## src/inc/codec_ctrl_pkg.sv

```systemverilog
// Functional notes
// - Tone select 00 mutes, 01 second tone, 10 first tone, 11 both summed.
// - Waveform bit picks square wave at 0, sine wave at 1.
// - Whole 8-bit first tone word, msb at bit 7, sets first frequency.
// - Whole 8-bit second tone word sets second frequency.
// - Remote detect enable: 0 disables detection (reset), 1 enables it.
// - Remote output mode: 0 follows detector, 1 shows the detection latch.
// - Remote polarity: 0 drives output as is, 1 inverted.
// - Latch control 0 lets host clear latch; 1 lets detection set it.
// - Tone range 00 standard, 01 halved, 10 doubled; 11 forbidden to host.
// - Buzzer disabled holds output low; enabled gives pulse-width output.
// - Buzzer polarity: duty gives high width at 0, low width at 1.
// - Low six buzzer bits, msb at bit 5, give the duty number.
// - Two clock bits pick divider for 512k, 1.536M, 2.048M, 2.56M; 512k default.
// - Without master clock only tone and buzzer run.
// - Coding bit 5: 0 linear 14-bit (default), 1 companded 8-bit.
// - Companded: law bits 4 and 3 pick mu-law or A-law with/without inversion.
// - Linear: same law bits pick two's, one's complement or sign-magnitude.
// - Frame format bit 2: channels back to back, or two bits apart.
// - Seven-bit mode ignores received lsb and floats transmit in lsb slot.
// - Loopback bit 0 returns received slot byte on transmit, no coding.
// - Each access is two bytes: command with register, then contents.
// - PCM transmits msb first and takes first received bit as msb.
// - Tone route bit: 0 normal, 1 tone generator feeds transmit path.
package codec_ctrl_pkg;

   localparam int CLK_HZ           = 10_000_000;
   localparam int TONE_TICK_HZ     = 256_000;
   localparam int TONE_TICK_CYCLES = CLK_HZ / TONE_TICK_HZ;
   localparam int BUZZ_TICK_HZ     = 64_000;
   localparam int BUZZ_TICK_CYCLES = CLK_HZ / BUZZ_TICK_HZ;

   localparam logic [3:0] IDX_CODING_CLOCK = 4'h0;
   localparam logic [3:0] IDX_TONE_CONTROL = 4'h7;
   localparam logic [3:0] IDX_TONE_ONE     = 4'h8;
   localparam logic [3:0] IDX_TONE_TWO     = 4'h9;
   localparam logic [3:0] IDX_REMOTE       = 4'hA;
   localparam logic [3:0] IDX_BUZZER       = 4'hB;
   localparam int         CMD_READ_POS     = 7;

   localparam logic [7:0] TONE_CTRL_MASK = 8'hFF;
   localparam logic [7:0] TONE_AMPL      = 8'h64;
   localparam logic [1:0] RANGE_HALF     = 2'h1;
   localparam logic [1:0] RANGE_DOUBLE   = 2'h2;

   localparam logic [4:0] CH_ONE_START  = 5'h00;
   localparam logic [4:0] CH_TWO_BACK   = 5'h08;
   localparam logic [4:0] CH_TWO_GAP    = 5'h0A;
   localparam logic [4:0] SLOT_BITS     = 5'h08;

   typedef enum logic [2:0] {
      CTL_IDLE = 3'b001,
      CTL_CMD  = 3'b010,
      CTL_DATA = 3'b100
   } ctl_state_t;

   typedef struct packed {
      logic [3:0] tone_gain;
      logic       tone_one_select;
      logic       tone_two_select;
      logic       waveform_select;
      logic       tone_to_transmit_route;
   } tone_control_t;

   typedef struct packed {
      logic remote_enable;
      logic remote_output_latch_mode;
      logic remote_output_invert;
      logic remote_latch_control;
      logic preamp_gain_select;
      logic mic_bias_enable;
      logic tone_range_high_bit;
      logic tone_range_low_bit;
   } remote_config_t;

   typedef struct packed {
      logic       buzzer_enable;
      logic       buzzer_duty_polarity;
      logic [5:0] duty_word;
   } buzzer_control_t;

   typedef struct packed {
      logic [1:0] clock_divider;
      logic       coding_mode;
      logic       law_select_high;
      logic       law_select_low;
      logic       frame_format_select;
      logic       seven_bit_mode;
      logic       loopback_enable;
   } coding_clock_t;

   typedef struct packed {
      coding_clock_t   codingClock;
      tone_control_t   toneControl;
      logic [7:0]      toneOneFrequency;
      logic [7:0]      toneTwoFrequency;
      remote_config_t  remoteConfig;
      buzzer_control_t buzzerControl;
   } regs_t;

   typedef struct packed {
      logic ctrlClk;
      logic ctrlSelectN;
      logic ctrlDataIn;
      logic masterClockPresent;
      logic remoteDetect;
      logic pcmBitClk;
      logic pcmFrameSync;
      logic pcmRxData;
   } pins_t;

   localparam regs_t REGS_RESET = '0;
   localparam pins_t PINS_RESET = 8'h40;

endpackage

```

## src/logic/pin_sync.sv

```systemverilog
`timescale 1ns/1ps
module pin_sync #(
   parameter int           W       = 1,
   parameter logic [W-1:0] RST_VAL = '0
) (
   // Clock and reset
   input  wire logic         clk,
   input  wire logic         reset,
   // Raw pins and filtered levels
   input  wire logic [W-1:0] pinIn,
   output logic      [W-1:0] pinLevel
);

   typedef struct packed {
      logic [W-1:0] s1;
      logic [W-1:0] s2;
      logic [W-1:0] s3;
      logic [W-1:0] lvl;
   } sync_t;

   sync_t q;
   sync_t n;

   always_comb begin
      n = q;
      n.s1 = pinIn;
      n.s2 = q.s1;
      n.s3 = q.s2;
      // A level moves only when two stages agree, so one odd sample is dropped
      n.lvl = (q.s2 & q.s3) | (q.lvl & (q.s2 | q.s3));
   end

   always_ff @(posedge clk or posedge reset) begin
      if (reset) begin
         q <= {4{RST_VAL}};
      end else begin
         q <= n;
      end
   end

   assign pinLevel = q.lvl;

endmodule

```

## src/logic/codec_control_register_set.sv

```systemverilog
`timescale 1ns/1ps
module codec_control_register_set
   import codec_ctrl_pkg::*;
#(
   parameter int TONE_TICK = TONE_TICK_CYCLES,
   parameter int BUZZ_TICK = BUZZ_TICK_CYCLES
) (
   // Clock and reset
   input  wire logic  clk,
   input  wire logic  reset,
   // Serial control channel pins
   input  wire logic  ctrlClk,
   input  wire logic  ctrlSelectN,
   input  wire logic  ctrlDataIn,
   output logic       ctrlDataOut,
   output logic       ctrlDataOutEn,
   // Clock status pin
   input  wire logic  masterClockPresent,
   // Remote detection
   input  wire logic  remoteDetectIn,
   output logic       remoteDetectOut,
   // PCM pins
   input  wire logic  pcmBitClk,
   input  wire logic  pcmFrameSync,
   input  wire logic  pcmReceiveInput,
   output logic       pcmTransmitOutput,
   output logic       pcmTransmitOutputEn,
   // Codec datapath side
   input  wire logic  secondChannel,
   input  wire logic [7:0] encodedByte,
   output logic [7:0] decodeByte,
   output logic       decodeValid,
   // Tone and buzzer
   output logic [8:0] toneSample,
   output logic       toneToTransmit,
   output logic       buzzerOut,
   // Register contents
   output regs_t      configRegs
);

   typedef struct packed {
      regs_t      regs;
      pins_t      prev;
      ctl_state_t ctl;
      logic [2:0] bitCnt;
      logic [7:0] shiftIn;
      logic       cmdRead;
      logic [3:0] cmdIdx;
      logic [7:0] shiftOut;
      logic       ctrlOut;
      logic       ctrlOutEn;
      logic [7:0] toneTick;
      logic [16:0] accOne;
      logic [16:0] accTwo;
      logic [8:0] toneSample;
      logic [7:0] buzzTick;
      logic [5:0] buzzPhase;
      logic       buzzerOut;
      logic       remoteLatch;
      logic       remoteOut;
      logic       frameSeen;
      logic [4:0] pcmBit;
      logic [7:0] rxShift;
      logic [7:0] rxByte;
      logic [7:0] txByte;
      logic [2:0] txK;
      logic       txOut;
      logic       txEn;
      logic [7:0] decodeByte;
      logic       decodeValid;
   } st_t;

   st_t   q;
   st_t   n;
   pins_t raw;
   pins_t pin;

   logic       ctlRise;
   logic       ctlFall;
   logic       selStart;
   logic       bitRise;
   logic       frameRise;
   logic       toneTickEnd;
   logic       buzzTickEnd;
   logic       det;
   logic       inSlot;
   logic [4:0] pcmIdx;
   logic [4:0] slotStart;
   logic [4:0] slotOff;
   logic [7:0] rxNext;
   logic [7:0] txFirst;
   logic [7:0] waveOne;
   logic [7:0] waveTwo;
   logic [8:0] toneMix;

   function automatic logic [7:0] readReg(input regs_t r, input logic [3:0] idx);
      case (idx)
         IDX_CODING_CLOCK: readReg = r.codingClock;
         IDX_TONE_CONTROL: readReg = r.toneControl & TONE_CTRL_MASK;
         IDX_TONE_ONE:     readReg = r.toneOneFrequency;
         IDX_TONE_TWO:     readReg = r.toneTwoFrequency;
         IDX_REMOTE:       readReg = r.remoteConfig;
         IDX_BUZZER:       readReg = r.buzzerControl;
         default:          readReg = 8'h00;
      endcase
   endfunction

   // Standard range steps by twice the word so halving keeps the word's lsb
   function automatic logic [16:0] toneStep(input logic [7:0] w, input logic [1:0] rng);
      if (rng == RANGE_HALF) begin
         toneStep = {9'h000, w};
      end else if (rng == RANGE_DOUBLE) begin
         toneStep = {7'h00, w, 2'h0};
      end else begin
         toneStep = {8'h00, w, 1'b0};
      end
   endfunction

   function automatic logic [7:0] quarterSine(input logic [2:0] i);
      case (i)
         3'h0:    quarterSine = 8'h0A;
         3'h1:    quarterSine = 8'h1D;
         3'h2:    quarterSine = 8'h2F;
         3'h3:    quarterSine = 8'h3F;
         3'h4:    quarterSine = 8'h4D;
         3'h5:    quarterSine = 8'h58;
         3'h6:    quarterSine = 8'h60;
         default: quarterSine = 8'h64;
      endcase
   endfunction

   function automatic logic [7:0] toneWave(input logic [16:0] acc, input logic sine);
      logic [7:0] mag;
      mag = sine ? quarterSine(acc[15] ? ~acc[14:12] : acc[14:12]) : TONE_AMPL;
      toneWave = acc[16] ? 8'(-mag) : mag;
   endfunction

   assign raw = {ctrlClk, ctrlSelectN, ctrlDataIn, masterClockPresent,
                 remoteDetectIn, pcmBitClk, pcmFrameSync, pcmReceiveInput};

   pin_sync #(
      .W       (8),
      .RST_VAL (PINS_RESET)
   ) pinSync (
      .clk      (clk),
      .reset    (reset),
      .pinIn    (raw),
      .pinLevel (pin)
   );

   assign ctlRise   = pin.ctrlClk & ~q.prev.ctrlClk;
   assign ctlFall   = ~pin.ctrlClk & q.prev.ctrlClk;
   assign selStart  = ~pin.ctrlSelectN & q.prev.ctrlSelectN;
   assign bitRise   = pin.pcmBitClk & ~q.prev.pcmBitClk;
   assign frameRise = pin.pcmFrameSync & ~q.prev.pcmFrameSync;

   assign toneTickEnd = q.toneTick == 8'(TONE_TICK - 1);
   assign buzzTickEnd = q.buzzTick == 8'(BUZZ_TICK - 1);

   assign waveOne = toneWave(q.accOne, q.regs.toneControl.waveform_select);
   assign waveTwo = toneWave(q.accTwo, q.regs.toneControl.waveform_select);
   assign toneMix = (q.regs.toneControl.tone_one_select ? {waveOne[7], waveOne} : 9'h000)
                  + (q.regs.toneControl.tone_two_select ? {waveTwo[7], waveTwo} : 9'h000);

   // Detection needs the master clock; tone and buzzer do not
   assign det = pin.remoteDetect & q.regs.remoteConfig.remote_enable
              & pin.masterClockPresent;

   assign pcmIdx    = q.frameSeen ? 5'h00 : (q.pcmBit == 5'h1F ? q.pcmBit : q.pcmBit + 5'h01);
   assign slotStart = !secondChannel ? CH_ONE_START
                    : (q.regs.codingClock.frame_format_select ? CH_TWO_GAP : CH_TWO_BACK);
   assign slotOff   = pcmIdx - slotStart;
   assign inSlot    = (pcmIdx >= slotStart) && (slotOff < SLOT_BITS);
   assign rxNext    = {q.rxShift[6:0], pin.pcmRxData};
   assign txFirst   = q.regs.codingClock.loopback_enable ? q.rxByte
                    : (q.regs.toneControl.tone_to_transmit_route ? toneMix[8:1]
                    : encodedByte);

   always_comb begin
      n = q;
      n.prev = pin;
      n.decodeValid = 1'b0;

      // Two-byte instruction: command byte then contents, msb first
      if (pin.ctrlSelectN) begin
         n.ctl = CTL_IDLE;
         n.ctrlOutEn = 1'b0;
      end else begin
         unique case (q.ctl)
            CTL_IDLE: begin
               if (selStart) begin
                  n.ctl = CTL_CMD;
                  n.bitCnt = 3'h0;
               end
            end
            CTL_CMD: begin
               if (ctlRise) begin
                  n.shiftIn = {q.shiftIn[6:0], pin.ctrlDataIn};
                  n.bitCnt = q.bitCnt + 3'h1;
                  if (q.bitCnt == 3'h7) begin
                     n.ctl = CTL_DATA;
                     n.cmdRead = n.shiftIn[CMD_READ_POS];
                     n.cmdIdx = n.shiftIn[3:0];
                     n.shiftOut = readReg(q.regs, n.shiftIn[3:0]);
                  end
               end
            end
            CTL_DATA: begin
               if (ctlFall && q.cmdRead) begin
                  n.ctrlOut = q.shiftOut[7];
                  n.ctrlOutEn = 1'b1;
                  n.shiftOut = {q.shiftOut[6:0], 1'b0};
               end
               if (ctlRise) begin
                  n.shiftIn = {q.shiftIn[6:0], pin.ctrlDataIn};
                  n.bitCnt = q.bitCnt + 3'h1;
                  if (q.bitCnt == 3'h7) begin
                     n.ctl = CTL_IDLE;
                     n.ctrlOutEn = 1'b0;
                     if (!q.cmdRead) begin
                        case (q.cmdIdx)
                           IDX_CODING_CLOCK: n.regs.codingClock = n.shiftIn;
                           IDX_TONE_CONTROL: n.regs.toneControl = n.shiftIn & TONE_CTRL_MASK;
                           IDX_TONE_ONE:     n.regs.toneOneFrequency = n.shiftIn;
                           IDX_TONE_TWO:     n.regs.toneTwoFrequency = n.shiftIn;
                           IDX_REMOTE:       n.regs.remoteConfig = n.shiftIn;
                           IDX_BUZZER:       n.regs.buzzerControl = n.shiftIn;
                           default:          n.regs = q.regs;
                        endcase
                     end
                  end
               end
            end
            default: begin
               n.ctl = CTL_IDLE;
            end
         endcase
      end

      // Tone generator: phase accumulators, top bit is the half period
      n.toneTick = toneTickEnd ? 8'h00 : q.toneTick + 8'h01;
      if (toneTickEnd) begin
         n.accOne = q.accOne + toneStep(q.regs.toneOneFrequency,
            {q.regs.remoteConfig.tone_range_high_bit,
             q.regs.remoteConfig.tone_range_low_bit});
         n.accTwo = q.accTwo + toneStep(q.regs.toneTwoFrequency,
            {q.regs.remoteConfig.tone_range_high_bit,
             q.regs.remoteConfig.tone_range_low_bit});
      end
      n.toneSample = toneMix;

      // Buzzer: 64-step period, duty word compared with phase
      n.buzzTick = buzzTickEnd ? 8'h00 : q.buzzTick + 8'h01;
      if (buzzTickEnd) begin
         n.buzzPhase = q.buzzPhase + 6'h01;
      end
      n.buzzerOut = q.regs.buzzerControl.buzzer_enable
         & ((q.buzzPhase < q.regs.buzzerControl.duty_word)
            ^ q.regs.buzzerControl.buzzer_duty_polarity);

      // Remote detection latch: clear level from host, set by detection
      if (!q.regs.remoteConfig.remote_latch_control || !q.regs.remoteConfig.remote_enable) begin
         n.remoteLatch = 1'b0;
      end else if (det) begin
         n.remoteLatch = 1'b1;
      end
      n.remoteOut = (q.regs.remoteConfig.remote_output_latch_mode ? n.remoteLatch : det)
                  ^ q.regs.remoteConfig.remote_output_invert;

      // PCM slot logic; data changes on the bit clock's rising edge
      if (!pin.masterClockPresent) begin
         n.txEn = 1'b0;
         n.frameSeen = 1'b0;
      end else begin
         if (bitRise) begin
            n.frameSeen = 1'b0;
            n.pcmBit = pcmIdx;
            n.txEn = 1'b0;
            if (inSlot) begin
               n.rxShift = rxNext;
               n.txK = slotOff[2:0];
               if (slotOff[2:0] == 3'h0) begin
                  n.txByte = txFirst;
               end
               n.txOut = n.txByte[3'h7 - slotOff[2:0]];
               n.txEn = !(q.regs.codingClock.seven_bit_mode && slotOff[2:0] == 3'h7);
               if (slotOff[2:0] == 3'h7) begin
                  n.rxByte = q.regs.codingClock.seven_bit_mode
                           ? {rxNext[7:1], 1'b0} : rxNext;
                  n.decodeByte = n.rxByte;
                  n.decodeValid = !q.regs.codingClock.loopback_enable;
               end
            end
         end
         if (frameRise) begin
            n.frameSeen = 1'b1;
         end
      end
   end

   always_ff @(posedge clk or posedge reset) begin
      if (reset) begin
         q <= '{regs: REGS_RESET, prev: PINS_RESET, ctl: CTL_IDLE, default: '0};
      end else begin
         q <= n;
      end
   end

   assign ctrlDataOut         = q.ctrlOut;
   assign ctrlDataOutEn       = q.ctrlOutEn;
   assign remoteDetectOut     = q.remoteOut;
   assign pcmTransmitOutput   = q.txOut;
   assign pcmTransmitOutputEn = q.txEn;
   assign decodeByte          = q.decodeByte;
   assign decodeValid         = q.decodeValid;
   assign toneSample          = q.toneSample;
   assign toneToTransmit      = q.regs.toneControl.tone_to_transmit_route;
   assign buzzerOut           = q.buzzerOut;
   assign configRegs          = q.regs;
endmodule

```

## config.mk

```make
export PLATFORM = sky130hd
export DESIGN_NAME = codec_control_register_set
export DESIGN_NICKNAME = d
export VERILOG_FILES = /design/src/inc/codec_ctrl_pkg.sv /design/src/logic/pin_sync.sv /design/src/logic/codec_control_register_set.sv
export SDC_FILE = /design/constraint.sdc
export NUM_CORES = 1
export LEC_CHECK = 0
export ABC_AREA = 1
export BUFFER_PORTS_ARGS = -buffer_cell sky130_fd_sc_hd__buf_2
export CAP_MARGIN = 20
export CORE_MARGIN = 2
export CORE_UTILIZATION = 40
export DETAILED_ROUTE_END_ITERATION = 8
export PLACE_DENSITY = 0.59
export RECOVER_POWER = 100
export SETUP_SLACK_MARGIN = 0.02
export SLEW_MARGIN = 40
export SYNTH_ARGS = -nofsm -noshare
export SYNTH_HDL_FRONTEND = slang
export SYNTH_SLANG_ARGS = --single-unit
```

## constraint.sdc

```tcl
create_clock -name clk -period 21.9 [get_ports clk]
set_clock_uncertainty 0.15 [all_clocks]
set_input_delay 3.285 -clock clk [delete_from_list [all_inputs] [get_ports clk]]
set_output_delay 3.285 -clock clk [all_outputs]
set_load 0.02 [all_outputs]
```

==> Word-level counts from Yosys, hierarchy flattened <==
Index checks and enable logic that the tools add are counted.
{ "totals": {"regBits": 216, "latch_bits": 0, "ram_bits": 0, "romBits": 0, "in_bits": 19, "output_inout_bits": 73, "n_memories": 0} }
{ "classes": {"addsub": 12, "multipliers": 0, "div": 0, "order_cmp": 4, "n_eq_ne": 44, "n_shift": 0, "muxes": 59, "bitwise": 22, "reduce_logical": 31} }
{ "ops": {"columns": ["op", "n"], "rows": [
  ["$mux W8", 13],
  ["$pmux W7 S7", 2],
  ["$mux W10", 5],
  ["$pmux W8 S6", 1],
  ["$mux W44", 1],
  ["$mux W38", 1],
  ["$reduce_and A6 Y1", 6],
  ["$add A17 B17 Y17", 2],
  ["$mux W17", 2],
  ["$eq A4 B4 Y1 const B", 8],
  ["$eq A3 B3 Y1 const B", 9],
  ["$mux W27", 1],
  ["$mux W9", 3],
  ["$pmux W3 S3", 2],
  ["$add A8 B1 Y8 const B", 2],
  ["$and A8 B8 Y8", 2],
  ["$neg A8 Y8", 2],
  ["$or A8 B8 Y8", 2],
  ["$pmux W8 S2", 1],
  ["$eq A3 B2 Y1 const B", 5],
  ["$mux W3", 5],
  ["$ne A3 B2 Y1 const B", 5],
  ["$reduce_and A5 Y1", 3],
  ["$mux W14", 1],
  ["41 further kinds", 88]
]} }

==> Depth between registers and ports, before layout <==
{ "logic_depth": {"ltp_word": 21, "mapped_depth": 25, "depth_no_buf": 25} }

==> Modules after synthesis <==
A second synthesis with hierarchy kept.
{ "unflattened": {"cells_unflattened": 1466, "hier_area_um2": 11742.5} }
{ "by_module_without_submodules": {"columns": ["module", "instances", "cells_per_inst", "area_per_inst_um2", "seq_area_each_um2"], "rows": [
  ["codec_control_register_set", 1, 1393, 10742.8, 4506.8],
  ["pin_sync", 1, 73, 999.7, 805.8]
]} }

==> Worst setup path after synthesis <==
OpenSTA, ideal clock, no wires.
{ "synth_path": {"path_kind": "in2reg", "startpoint": "input port secondChannel", "endpoint": "register q, in the netlist pcmTransmitOutput", "setup_time_ns": 0.116, "arrival_ns": 4.644, "setup_slack_ns": 16.989, "stages": 14, "path_buffers": 1, "cell_sequence": "nand2_1 -> inv_1 -> ha_1 -> ha_1 -> nand3_1 -> buf_2 -> nor2_1 -> nand2_1 -> nand3_1 -> nand2_1 -> nor2_1 -> nand2_1 -> nand2_1 -> nand2_1"} }
{ "synth_between": {"elab_chain_cells": 9, "elab_cells_between_ends": 14, "classes_between": "add/sub: 2; order compare: 2; mux: 7; reduce/logical: 3"} }
{ "synth_lines": {"columns": ["element", "line_no", "text"], "rows": [
  ["start, declared", "codec_control_register_set.sv:29", "input wire logic secondChannel,"],
  ["$mux W4 *", "codec_control_register_set.sv:170", "assign slotStart = !secondChannel ? CH_ONE_START"],
  ["$sub A5 B4 Y5", "codec_control_register_set.sv:172", "assign slotOff = pcmIdx - slotStart;"],
  ["$logic_not A3 Y1", "codec_control_register_set.sv:282", "if (slotOff[2:0] == 3'h0) begin"],
  ["$mux W8", "codec_control_register_set.sv:282", null],
  ["$mux W8", "codec_control_register_set.sv:279", "if (inSlot) begin"],
  ["$mux W8", "codec_control_register_set.sv:275", "if (bitRise) begin"],
  ["$mux W8", "codec_control_register_set.sv:271", "if (!pin.masterClockPresent) begin"],
  ["$bmux W1 S3", "codec_control_register_set.sv:285", "n.txOut = n.txByte[3'h7 - slotOff[2:0]];"],
  ["$mux W1 (implied by the code)", "codec_control_register_set.sv:285", null],
  ["end signal, assigned", "codec_control_register_set.sv:305", "q <= n;"],
  ["end, declared", "codec_control_register_set.sv:73", "st_t q;"]
]} }
Mark *: on every way between the ends. The rest lies on a longest branch, timed or not. The select of a mux whose other input is x is not followed.
A chain may end at the register's enable or synchronous reset.

==> flow_summary.yaml <==
setup_path:
  critPathSlowestCell: "clkinvlp_2"
  path_cells: "buf_2, clkinvlp_2, clkbuf_1"
  crit_required_ns: 21.42
  worst-path-buf-inv: 3
  worstPathMaxFanout: 131
  critical_path_class: "primary input to asynchronous set/reset pin"
  cp-start-kind: "primary input"
  max_stage_delay_ns: 3.17
  crit_family: "buffers and inverters"
  cp.arrival_ns: 9.75
  worstSetupEndpointType: "asynchronous set/reset pin"
synthesis:
  synth-seq-cells: 212
  synthFlopType: "dfrtp_1"
  synth_cells: 1420
  synth_edf_count: 0
  synth.distinct_cells: 49
  ys_seq_area_share_pct: 46.0
  syn_area_mm2: 0.0115
  synth_warnings: 0
  async_reset_ff_share_pct: 100
  syn-num-nets: 1489
  synth_area_per_cell_um2: 8.13
die:
  initial_core_util_pct: 40.5
  die_y_um: 174
  dieArea_mm2: 0.0302
  core-area_mm2: 0.0285
  fp-row-count: 62
  dieWidth_um: 174
  pin_count: 92
layout:
  n_antenna_cell: 0
  final_util_pct: 44.0
  seq_area_mm2: 0.00531
  final_cells: 1848
  num-nets-final: 1514
  area_growth_pct: 8.83
  multi_input_area_mm2: 0.00488
  design_area_mm2: 0.0126
  fill_cells: 2922
  drive_gt1_share_pct: 5.67
clocking:
  ctsRootBufferMaster: "clkbuf_16"
  cts_hold_buf: 0
  post_cts_buffers: 0
  cts_buffer_depth: 3
  clock_sinks: 212
  clkTransAtPathRegs_ns: 0.06
  cts_tree: "yes"
  clk_latency_ns: 0.53
  htreeDepth: 1
  numCtsBuffers: 25
  cts.repair.resized: 0
pwr:
  power.total_mw: 0.980
  powerDensity_mw_per_mm2: 78.0
  leakagePower_nw: 5.95
  ir_worst_vdd_mv: 0.0656
timing:
  hold_ws_ns: 0.199
  fmax_mhz: 97.8
  timing.final.ws_setup_ns: 11.67
  rsz0062_at_grt: "false"
  hold_viol: 0
  min_period_ns: 10.23
  tns_ns: 0
  setup_viol: 0
  period_share_pct: 46.7
  max-slew-margin-rel_pct: -289
  report.final.slew_viol_count: 215
  tightest_slew_ns: 5.80
grt:
  grt_first_pass_wirelength_mm: 44.7
  globalRoute.totalOverflow: 0
  antenna_found_initial: 0
  grt_max_degree: 132
  grt_use_total_pct: 18.1
  grt_pass1_vias: 8445
routing:
  post_drt_wl_per_cell_um: 14.9
  via_per_inst: 4.96
  dr.pass1.iters: 5
  drt_iter0_markers: 621
  num_vias: 9170
  routed_wl_mm: 27.5
  drc: 0
  ant_nets: 0
placement:
  port-buffer-count: 91
  gp_congestion: 0.839
  placed_cell_area_mm2: 0.0119
  place_ws_ns: 16.28
  dpl.hpwl_mm: 19.7
  dp_cells: 1802
min_path:
  hold_class: "flop to flop"
outcome:
  violations: "max-capacitance violations, max-slew violations"
  status: "complete, but fails checks"
job:
  maxCapViolations: 2
==> cell usage after synthesis, drive strengths merged (15+ instances only) <==
| cell | instances | area share (%) |
|---|---|---|
| nand3 | 71 | 3.2 |
| a21oi | 56 | 2.4 |
| o21ai | 186 | 8.3 |
| ha | 47 | 5.1 |
| inv | 176 | 5.7 |
| nor2 | 105 | 3.5 |
| xor2 | 15 | 1.1 |
| dfrtp | 206 | 45 |
| nand2 | 330 | 11 |
| clkbuf | 23 | 0.75 |
| buf | 72 | 4.7 |
| nor3 | 21 | 1.1 |
| xnor2 | 17 | 1.3 |
==> report_power, final <==
part / switching [mW] / internal [mW]
sequential: 0.0160 / 0.417
combinational: 0.0786 / 0.0360
clock: 0.174 / 0.260
==> layout by cell type, fill, tap and decap left out, drive strengths merged, types with 6 or more instances in the layout <==
master and instances:
nand2 330, dfrtp 206, o21ai 186, inv 179, clkbuf 106, nor2 105, nand3 71, a21oi 56
ha 47, nor3 21, xnor2 17, buf 17, xor2 15, nand4 14, o22ai 14, a31oi 8
maj3 8, or2 7, clkinv 7, o21a 6, dfstp 6
==> worst paths after layout <==
path | startpoint | end | slack, ns | cells after the start
worst max register to register | configRegs[8]$_DFFE_PP0P_ | q[86]$_DFFE_PP0N_ | 17.93 | 14
max in group clk | secondChannel | decodeByte[1]$_DFFE_PP0P_ | 16.26 | 11
worst min-delay path | pinSync.n[23]$_DFF_PP0_ | pinSync.n[15]$_DFF_PP0_ | 0.20 | 0
worst min register to register | pinSync.n[23]$_DFF_PP0_ | pinSync.n[15]$_DFF_PP0_ | 0.20 | 0
worst max-delay path | reset | pinSync.q[9]$_DFF_PP0_ | 11.67 | 3
min in group asynchronous | reset | pinSync.n[21]$_DFF_PP0_ | 4.39 | 2
==> kinds of logic (layout without fill, tap and decap cells) <==
group / after synthesis / after routing / share of synthesized area [%]
fa+ha+maj: 58 / 58 / 6.31
simple gates: 558 / 558 / 20.4
flops: 212 / 212 / 46.0
buf+inv: 272 / 316 / 11.2
compound gates: 288 / 288 / 13.7
xor+xnor: 32 / 32 / 2.43
==> final cells by class <==
cell class / instances / area share (%)
Sequential cell: 212 / 42.3
Multi-Input combinational cell: 936 / 38.8
Clock buffer: 30 / 5.45
Inverter: 177 / 5.30
Tap cell: 384 / 3.82
Timing Repair Buffer: 93 / 2.95
Clock inverter: 16 / 1.41
==> state kept, by name, summed over array words and instances, names as in the netlist <==
signal,cells
buzzerOut,1
configRegs,47
ctrlDataOut,1
ctrlDataOutEn,1
decodeByte,8
decodeValid,1
pcmTransmitOutput,1
pcmTransmitOutputEn,1
pinSync.n,16
pinSync.pinLevel,8
pinSync.q,8
q,108
remoteDetectOut,1
toneSample,9
toneToTransmit,1
==> worst reg2reg max path, stage by stage, from the launching register on <==
cell and delay [ns]:
dfrtp_1 0.42, inv_1 0.08, nor2_1 0.64, inv_1 0.49, o21ai_0 0.19, o22ai_1 0.11, ha_1 0.40, a21oi_1 0.11
o21ai_0 0.24, nand2_1 0.09, nand3_1 0.14, nand4_1 0.22, nor3b_1 0.36, xor2_1 0.17, inv_1 0.05
==> metal layers <==
metal	routed length [um]	part of all wire, %	track usage, %
met4	722	2.6	4.97
met1	13400	49	25.9
met5	0	0	0
met2	12200	44	28.7
met3	1160	4.2	2.56
Power figures use the tool's default switching activity.
